## src/pkg/serial_port_pkg.sv

```systemverilog
package serial_port_pkg;

  // ----------------------------------------------------------------
  // register indices (byte address is four times the index)
  // ----------------------------------------------------------------
  localparam logic [31:0] OBS_IDX    = 32'h00FF_E265; // observation register
  localparam logic [31:0] DIV_HI_IDX = 32'h00FF_E266; // divisor high byte
  localparam logic [31:0] DIV_LO_IDX = 32'h00FF_E267; // divisor low byte
  localparam logic [31:0] CTRL_IDX   = 32'h00FF_E268; // port control bits

  // ----------------------------------------------------------------
  // reset values
  // ----------------------------------------------------------------
  localparam logic [7:0] OBS_RST    = 8'h00; // observation reads zero
  localparam logic [7:0] DIV_HI_RST = 8'hFF; // divisor high byte
  localparam logic [7:0] DIV_LO_RST = 8'hFF; // divisor low byte

  // ----------------------------------------------------------------
  // control register field positions
  // ----------------------------------------------------------------
  localparam int EN_LSB    = 0; // port_enable_field [1:0]
  localparam int EN_MSB    = 1;
  localparam int TMR_BIT   = 2; // timer_control_bit
  localparam int MST_BIT   = 3; // master_select_bit
  localparam int START_BIT = 4; // write 1 starts a master transfer

  // ----------------------------------------------------------------
  // observation field positions
  // ----------------------------------------------------------------
  localparam int OBS_CLK_BIT  = 7; // clock_pin_level
  localparam int OBS_DATA_BIT = 6; // data_input_level

  // ----------------------------------------------------------------
  // state machine codes
  // ----------------------------------------------------------------
  localparam logic [5:0] CODE_IDLE     = 6'h00; // idle
  localparam logic [5:0] CODE_SLV_WAIT = 6'h01; // slave waits for clock
  localparam logic [5:0] CODE_I2S_SD0  = 6'h02; // i2s slave start delay
  localparam logic [5:0] CODE_I2S_SD1  = 6'h03;
  localparam logic [5:0] CODE_SPI_MD   = 6'h10; // spi master start delay
  localparam logic [5:0] CODE_I2S_MD0  = 6'h31; // i2s master start delay
  localparam logic [5:0] CODE_I2S_MD1  = 6'h32;
  localparam logic [1:0] CODE_SHIFT_HI = 2'b10; // prefix while shifting

  // sequencer states
  typedef enum logic [2:0] {
    ST_IDLE, ST_SLV_WAIT, ST_I2S_SD0, ST_I2S_SD1,
    ST_SPI_MD, ST_I2S_MD0, ST_I2S_MD1, ST_SHIFT
  } seq_e;

endpackage : serial_port_pkg

```

## src/rtl/serial_port_baud_and_state.sv

```systemverilog
// The APB slave port is this design's own decision.
`timescale 1ns/10ps
`default_nettype none

// Contract
// - observation bit 7 shows clock pin level
// - bit 6 shows miso or mosi by master
// - shifting code is 10, bit index, phase
// - idle zero, slave wait 1, spi delay 10h
// - i2s delays step 02,03 or 31,32
// - two bytes form reload, rate f/(2*reload)
// - reload zero acts as 65536
// - port disabled, timer bit set: divisor runs as timer
// - timer interval is reload clock periods
// - high byte holds 15:8, resets ones
// - low byte holds 7:0, resets ones
module serial_port_baud_and_state
  import serial_port_pkg::*;
(
  input  wire logic        pclk,             // system clock, 20 MHz
  input  wire logic        presetn,          // asynchronous reset, active low
  input  wire logic        psel,             // apb select
  input  wire logic        penable,          // apb access phase
  input  wire logic        pwrite,           // apb direction, 1 = write
  input  wire logic [31:0] paddr,            // apb byte address
  input  wire logic [31:0] pwdata,           // apb write data
  input  wire logic [3:0]  pstrb,            // apb byte lane strobes
  output logic      [31:0] prdata,           // apb read data
  output logic             pready,           // apb ready
  output logic             pslverr,          // apb error, unmapped address
  input  wire logic        sck_pin,          // serial clock pin level
  input  wire logic        mosi_pin,         // master-out data pin
  input  wire logic        miso_pin,         // master-in data pin
  output logic             serial_clock_out, // internal serial clock
  output logic             timer_irq         // one-cycle timer expiry pulse
);
  import serial_port_pkg::*;

  // ----------------------------------------------------------------
  // state record
  // ----------------------------------------------------------------
  typedef struct packed {
    logic [7:0]  div_hi;   // divisor_high_field
    logic [7:0]  div_lo;   // divisor_low_field
    logic [1:0]  en;       // port_enable_field
    logic        tmr;      // timer_control_bit
    logic        mst;      // master_select_bit
    logic [15:0] cnt;      // divisor_generator down counter
    logic        sclk;     // internal serial clock
    logic        irq;      // timer pulse
    seq_e        st;       // sequencer state
    logic [2:0]  idx;      // bit index while shifting
    logic        ph;       // 0 receive, 1 transmit
    logic [2:0]  s1;       // sync stage 1: clock, mosi, miso
    logic [2:0]  s2;       // sync stage 2
    logic [2:0]  s3;       // sync stage 3
    logic [2:0]  lvl;      // accepted levels
    logic        ck_prev;  // previous accepted clock level
    logic [31:0] rdata;    // read data
    logic        err;      // error answer
  } state_s;

  state_s q_r;   // registered state
  state_s q_nxt; // next state

  // ----------------------------------------------------------------
  // derived terms
  // ----------------------------------------------------------------
  logic [15:0] reload;      // 16-bit reload value
  logic [15:0] reload_m1;   // counter start value
  logic        port_on;     // serial function enabled
  logic        i2s;         // i2s framing chosen
  logic        run;         // divisor counter running
  logic        tick;        // counter expiry
  logic        ck_edge;     // accepted clock pin edge
  logic        data_lvl;    // data_input_level
  logic [5:0]  code;        // state_machine_code
  logic [31:0] idx_addr;    // register index from byte address
  logic        acc_wr;      // completing write
  logic        setup;       // setup cycle of any transfer
  logic        start_req;   // master start request

  assign reload    = {q_r.div_hi, q_r.div_lo};
  // zero wraps to ffff, so the period becomes 65536 clocks
  assign reload_m1 = reload - 16'h0001;
  assign port_on   = (q_r.en != 2'b00);
  assign i2s       = q_r.en[1];
  // timer mode only while the port is off and the timer bit is set
  assign run       = port_on ? q_r.mst : q_r.tmr;
  // expiry is seen while the count stands at zero, one clock per period
  assign tick      = run && (q_r.cnt == 16'h0000);
  // both clock edges count: a slave steps once per half period of the clock
  assign ck_edge   = (q_r.lvl[0] != q_r.ck_prev);
  assign data_lvl  = q_r.mst ? q_r.lvl[2] : q_r.lvl[1];
  // registers sit on word addresses; the two low address bits are ignored
  assign idx_addr  = {2'b00, paddr[31:2]};
  assign setup     = psel && !penable;
  assign acc_wr    = psel && penable && pwrite;
  assign start_req = acc_wr && (idx_addr == CTRL_IDX) && pstrb[0] && pwdata[START_BIT];

  // ----------------------------------------------------------------
  // state code shown in the observation register
  // ----------------------------------------------------------------
  // every sequencer state but shifting maps to one fixed code; shifting packs the
  // bit index and phase so software can follow a transfer bit by bit
  always_comb begin
    unique case (q_r.st)
      ST_IDLE:     code = CODE_IDLE;
      ST_SLV_WAIT: code = CODE_SLV_WAIT;
      ST_I2S_SD0:  code = CODE_I2S_SD0;
      ST_I2S_SD1:  code = CODE_I2S_SD1;
      ST_SPI_MD:   code = CODE_SPI_MD;
      ST_I2S_MD0:  code = CODE_I2S_MD0;
      ST_I2S_MD1:  code = CODE_I2S_MD1;
      ST_SHIFT:    code = {CODE_SHIFT_HI, q_r.idx, q_r.ph};
    endcase
  end

  // ----------------------------------------------------------------
  // next-state logic
  // ----------------------------------------------------------------
  always_comb begin
    logic adv; // sequencer step: baud tick as master, pin edge as slave
    q_nxt = q_r;
    adv   = q_r.mst ? tick : ck_edge;

    // pin synchronisers; a level counts once stages 2 and 3 agree
    // the pins are asynchronous to pclk; only stages 2 and 3 are read,
    // so a metastable first stage never reaches the sequencer
    q_nxt.s1 = {miso_pin, mosi_pin, sck_pin};
    q_nxt.s2 = q_r.s1;
    q_nxt.s3 = q_r.s2;
    for (int i = 0; i < 3; i++) begin
      if (q_r.s2[i] == q_r.s3[i]) begin
        q_nxt.lvl[i] = q_r.s3[i];
      end
    end
    q_nxt.ck_prev = q_r.lvl[0];

    // divisor counter: reload on expiry or while stopped
    // while stopped the counter keeps loading the reload value, so a
    // divisor written before the start is used from the first period
    q_nxt.irq = 1'b0;
    if (!run || tick) begin
      q_nxt.cnt = reload_m1;
    end else begin
      q_nxt.cnt = q_r.cnt - 16'h0001;
    end
    if (tick && port_on) begin
      q_nxt.sclk = !q_r.sclk;
    end else if (!run) begin
      q_nxt.sclk = 1'b0;
    end
    if (tick && !port_on) begin
      q_nxt.irq = 1'b1;
    end

    // sequencer
    // masters step on divisor expiries, slaves on accepted clock edges;
    // a disabled port always falls back to idle at the next edge
    if (!port_on) begin
      q_nxt.st = ST_IDLE;
    end else begin
      unique case (q_r.st)
        ST_IDLE: begin
          if (!q_r.mst) begin
            q_nxt.st = ST_SLV_WAIT;
          end else if (start_req) begin
            q_nxt.st = i2s ? ST_I2S_MD0 : ST_SPI_MD;
          end
        end
        ST_SLV_WAIT: begin
          if (q_r.mst) begin
            q_nxt.st = ST_IDLE;
          end else if (ck_edge) begin
            q_nxt.st = i2s ? ST_I2S_SD0 : ST_SHIFT;
          end
        end
        ST_I2S_SD0: if (adv) q_nxt.st = ST_I2S_SD1;
        ST_I2S_MD0: if (adv) q_nxt.st = ST_I2S_MD1;
        ST_I2S_SD1, ST_I2S_MD1, ST_SPI_MD: begin
          if (adv) q_nxt.st = ST_SHIFT;
        end
        ST_SHIFT: begin
          if (adv) begin
            // receive then transmit phase, bit 7 down to 0
            if (!q_r.ph) begin
              q_nxt.ph = 1'b1;
            end else if (q_r.idx == 3'd0) begin
              q_nxt.st = ST_IDLE;
            end else begin
              q_nxt.ph  = 1'b0;
              q_nxt.idx = q_r.idx - 3'd1;
            end
          end
        end
      endcase
    end
    if (q_nxt.st != ST_SHIFT) begin
      q_nxt.idx = 3'd7;
      q_nxt.ph  = 1'b0;
    end

    // apb read data and error taken in the setup cycle
    // capturing in setup lets the access phase answer at once, at the
    // cost of showing pin levels one cycle older than the access edge
    if (setup) begin
      q_nxt.err   = 1'b0;
      q_nxt.rdata = 32'h0000_0000;
      if (idx_addr == OBS_IDX) begin
        q_nxt.rdata[7:0] = {q_r.lvl[0], data_lvl, code};
      end else if (idx_addr == DIV_HI_IDX) begin
        q_nxt.rdata[7:0] = q_r.div_hi;
      end else if (idx_addr == DIV_LO_IDX) begin
        q_nxt.rdata[7:0] = q_r.div_lo;
      end else if (idx_addr == CTRL_IDX) begin
        q_nxt.rdata[MST_BIT:0] = {q_r.mst, q_r.tmr, q_r.en};
      end else begin
        q_nxt.err = 1'b1; // unmapped
      end
    end

    // apb writes at the completing edge, lane 0 only
    // upper lanes carry no register bits here, so their strobes are ignored
    if (acc_wr && pstrb[0]) begin
      if (idx_addr == DIV_HI_IDX) begin
        q_nxt.div_hi = pwdata[7:0];
      end else if (idx_addr == DIV_LO_IDX) begin
        q_nxt.div_lo = pwdata[7:0];
      end else if (idx_addr == CTRL_IDX) begin
        q_nxt.en  = pwdata[EN_MSB:EN_LSB];
        q_nxt.tmr = pwdata[TMR_BIT];
        q_nxt.mst = pwdata[MST_BIT];
      end
    end
  end

  // ----------------------------------------------------------------
  // state register
  // ----------------------------------------------------------------
  // the whole state is one record, so every field moves on the same edge
  always_ff @(posedge pclk or negedge presetn) begin
    if (!presetn) begin
      // counter starts one below the reset reload, as just after an expiry
      q_r <= '{div_hi: DIV_HI_RST, div_lo: DIV_LO_RST,
               cnt: {DIV_HI_RST, DIV_LO_RST} - 16'h0001,
               st: ST_IDLE, idx: 3'd7, default: '0};
    end else begin
      q_r <= q_nxt;
    end
  end

  // ----------------------------------------------------------------
  // outputs
  // ----------------------------------------------------------------
  // zero wait states: read data was captured during setup
  assign pready           = psel && penable;
  assign prdata           = q_r.rdata;
  // pslverr is qualified by the access phase so it never shows in setup
  assign pslverr          = psel && penable && q_r.err;
  assign serial_clock_out = q_r.sclk;
  assign timer_irq        = q_r.irq;

  // helper: clocks since last expiry, plus a flag cleared by any register write
  // a write in between may change the reload, so the period check only
  // runs across a pair of expiries with no write between them
  logic [16:0] gap_r;   // cycles since last tick
  logic        clean_r; // reload stable since last tick
  always_ff @(posedge pclk or negedge presetn) begin
    if (!presetn) begin
      gap_r   <= 17'h0_0000;
      clean_r <= 1'b0;
    end else begin
      gap_r   <= tick ? 17'h0_0001 : gap_r + 17'h0_0001;
      clean_r <= acc_wr ? 1'b0 : (tick ? run : clean_r);
    end
  end
endmodule : serial_port_baud_and_state

`default_nettype wire

```

## config.mk

```make
export PLATFORM = sky130hd
export DESIGN_NAME = serial_port_baud_and_state
export DESIGN_NICKNAME = d
export VERILOG_FILES = /design/src/pkg/serial_port_pkg.sv /design/src/rtl/serial_port_baud_and_state.sv
export SDC_FILE = /design/constraint.sdc
export NUM_CORES = 1
export LEC_CHECK = 0
export BUFFER_PORTS_ARGS = -buffer_cell sky130_fd_sc_hd__buf_4
export CAP_MARGIN = 25
export CORE_AREA = 2 2 114 72
export CTS_CLUSTER_DIAMETER = 120
export DETAILED_ROUTE_END_ITERATION = 6
export DIE_AREA = 0 0 116 74
export PLACE_DENSITY_LB_ADDON = 0.15
export SYNTH_ARGS = -nofsm -noshare
export SYNTH_HDL_FRONTEND = slang
export SYNTH_SLANG_ARGS = --single-unit
```

## constraint.sdc

```tcl
create_clock -name pclk -period 4.29 [get_ports pclk]
set_input_delay 0.429 -clock pclk [delete_from_list [all_inputs] [get_ports pclk]]
set_output_delay 0.429 -clock pclk [all_outputs]
set_load 0.02 [all_outputs]
```

==> reports/qor.txt <==
RSZ-0062 raised after global routing -> false
Core Footprint -> 0.00757 mm²
Int Power -> 1.07 mW
Data required, critical path -> 4.55 ns
max_cap viols -> 0
worst r2r path cells -> 10
Primary FF master, synth -> dfstp_2
distinct cell type count after synthesis -> 57
vias per cell -> 5.76
# diodes -> 0
reg-to-reg endpoint -> q_r[67]
Fin Setup TNS -> 0 ns
drt first pass iters -> 6
Post-DP HPWL -> 6.95 mm
worst slack at placement -> 0.832 ns
peak supply drop -> 0.242 mV
Clock Skew -> 0.00782 ns
I/O pin count -> 112
number of flops mapped to enable cells by yosys -> 0
Post-CTS Resized -> 0
crit path time final -> 3.53 ns
total vias in the final route -> 3153
syn_area_per_cell -> 10.2 µm²
busiest grt layer -> met1
CTS sink cnt -> 67
Hold/Removal Path Class -> primary input to asynchronous set/reset pin
max-slew violations -> 0
Layout area overhead -> 16.1%
htree depth -> 3
nets -> 511
worst-margin pin slew -> 0.826 ns
cts hold-fix bufs -> 0
initial antenna violation count -> 0
power per cell area -> 306 mW/mm²
P_sw -> 0.320 mW
DP Cell Count -> 531
Startpoint Class -> register
Post-Place Cell Area -> 0.00429 mm²
Final ANT Viol Nets -> 0
met1 usage -> 36.2%
vias in the first global route -> 2885
GRT met3 Usage -> 7.91%
flop2flop setup slack -> 0.76 ns
Slew Limit Headroom -> 45.0%
final hold vios -> 0
Power Total -> 1.39 mW
initial core utilization -> 51.7%
Reg-to-Reg Start -> i2s
CTS buffer count -> 9
status -> finished, final reports clean
fmax -> 0.283 GHz
Fillers -> 662
asr flop ratio synth -> 100%
Clock Latency Late Sink -> 0.34 ns
Die X -> 116 µm
design area -> 0.00454 mm²
combinational fraction of design power -> 6.8%
sequential share of power -> 46.7%
Setup Fix Bufs, Post-CTS -> 0
final worst-path cycle share -> 82.4%
GPL Wtd Cong -> 0.914
clock root buffer -> clkbuf_16
TritonCTS clock tree -> built
top-area cell type share of the netlist area -> 22.8%
Max clock buf depth -> 2
die outline height -> 74 µm
FP Rows -> 25
M2 GR Usage -> 32.1%
die area -> 0.00858 mm²
Mapped Area -> 0.00391 mm²
arrival time worst endpoint -> 3.80 ns
detailed-route wire length -> 9.41 mm
final core occ -> 60.0%
wire per inst -> 17.2 µm
post-synthesis cell count -> 385
Synth area leader -> dfstp_2
DRC Markers -> 0
Syn. warnings -> 0
leakage -> 2.04 nW
CP endpoint kind -> register
kind of critical path -> register to register
Layout Cells excl Fill -> 547
first-pass GRT wire length -> 15.1 mm
Initial DRC Count -> 289
grt total ovfl -> 0
overall global routing resource usage -> 23.6%
Crit Path Max Fanout -> 12
number of buffers added on ports -> 58
Seq/Total Area, Yosys -> 43.9%
Switching Share -> 23.0%
count of final setup violators -> 0
share of cells above drive strength 1 -> 31.9%
Yosys reg bits -> 67
clock power share -> 46.5%
Worst-path clk slew -> 0.05 ns
largest net degree at the start of global routing -> 68
Area contributors post-synth -> dfstp_2 (23%), dfrtp_1 (21%), mux2_2 (6.6%)
hold slack final -> 0.201 ns
worst setup margin -> 0.756 ns
==> power by group through the flow <==
| stage | Clock (mW) | Sequential, mW | Combinational [mW] |
|---|---|---|---|
| floorplan | 0 | 0.657 | 0.0585 |
| global placement | 0 | 0.659 | 0.0933 |
| detailed placement | 0 | 0.660 | 0.0944 |
| CTS | 0.659 | 0.650 | 0.0948 |
| global route | 0.683 | 0.651 | 0.104 |
| finish | 0.647 | 0.650 | 0.0939 |
==> worst max path at each step <==
stage | start | to | cells past startpoint | slack [ns]
2_1_floorplan | i2s | q_r[67] | 13 | 1.07
3_3_place_gp | q_r[64] | q_r[67] | 10 | 0.93
3_5_place_dp | i2s | q_r[67] | 10 | 0.83
4_1_cts | i2s | q_r[67] | 10 | 0.82
5_1_grt | i2s | q_r[67] | 10 | 0.49
6_report | i2s | q_r[67] | 10 | 0.76
==> critical path, stage by stage, from the launching register on <==
cell and delay, ns:
dfrtp_1 0.53, o21ai_0 0.54, nand2_1 0.34, o21ai_2 0.21, mux2i_1 0.28, ha_1 0.27
o211ai_1 0.15, a32oi_1 0.55, o2111ai_1 0.25, xor2_1 0.19, mux2i_1 0.14
==> flip-flops by register name, indices dropped and copies added (netlist names) <==
register / flops
q_r: 49
serial_clock_out: 1
q_nxt: 7
timer_irq: 1
i2s: 1
prdata: 8
==> layer usage <==
metal	vias up	share of wire (%)
li1	1440	-
met1	1541	50
met2	158	40
met3	14	9.4
met4	0	1.1
met5	-	0
==> cell usage after synthesis (6+ instances only) <==
| master | instances |
|---|---|
| or3_1 | 7 |
| nand2_1 | 36 |
| nand3_1 | 8 |
| mux2i_1 | 17 |
| nor2_1 | 23 |
| xnor2_1 | 7 |
| mux2_2 | 23 |
| o211ai_1 | 7 |
| dfrtp_1 | 33 |
| nor2b_1 | 6 |
| buf_4 | 34 |
| nor3_1 | 9 |
| nand4_1 | 9 |
| dfstp_2 | 34 |
| o21ai_0 | 16 |
| clkbuf_1 | 11 |
| a21oi_1 | 9 |
| xor2_1 | 13 |
==> area by class of cell <==
class                   count  area [µm²]  share of cell area [%]
repair buffers             61         458                    10.1
inverters                   3        11.3                   0.248
well taps                 108         135                    2.97
multi-input cells         292        1970                    43.3
clock inverters             3        15.0                   0.330
clock buffers              13         240                    5.29
flip-flops and latches     67        1720                    37.8
==> layout by cell type, fill, tap and decap left out, drive strengths merged, types with 4 or more instances in the layout <==
master and n:
dfstp 34, nor2 23, o31ai 5, a221oi 5, nor2b 6, or3 7, clkbuf 13, a31oi 5
dfrtp 33, buf 61, nor4b 5, nand2 36, xor2 13, mux2i 17, nand4 10, conb 24
xnor2 7, nor3 9, o211ai 7, a22oi 5, nor3b 4, a21oi 9, mux2 23, o21ai 17
nand3 8
==> kinds of logic (layout without fill, tap and decap cells) <==
logic type / after synthesis / count (layout) / synth area share, %
compound gates: 72 / 72 / 12.5
buf+inv: 49 / 80 / 8.15
mux: 40 / 40 / 11.0
other cells: 1 / 24 / 0.0958
fa+ha+maj: 4 / 4 / 1.09
simple gates: 132 / 132 / 18.8
xor+xnor: 20 / 20 / 4.48
flops: 67 / 67 / 43.9
(Power assumes the default switching activity.)
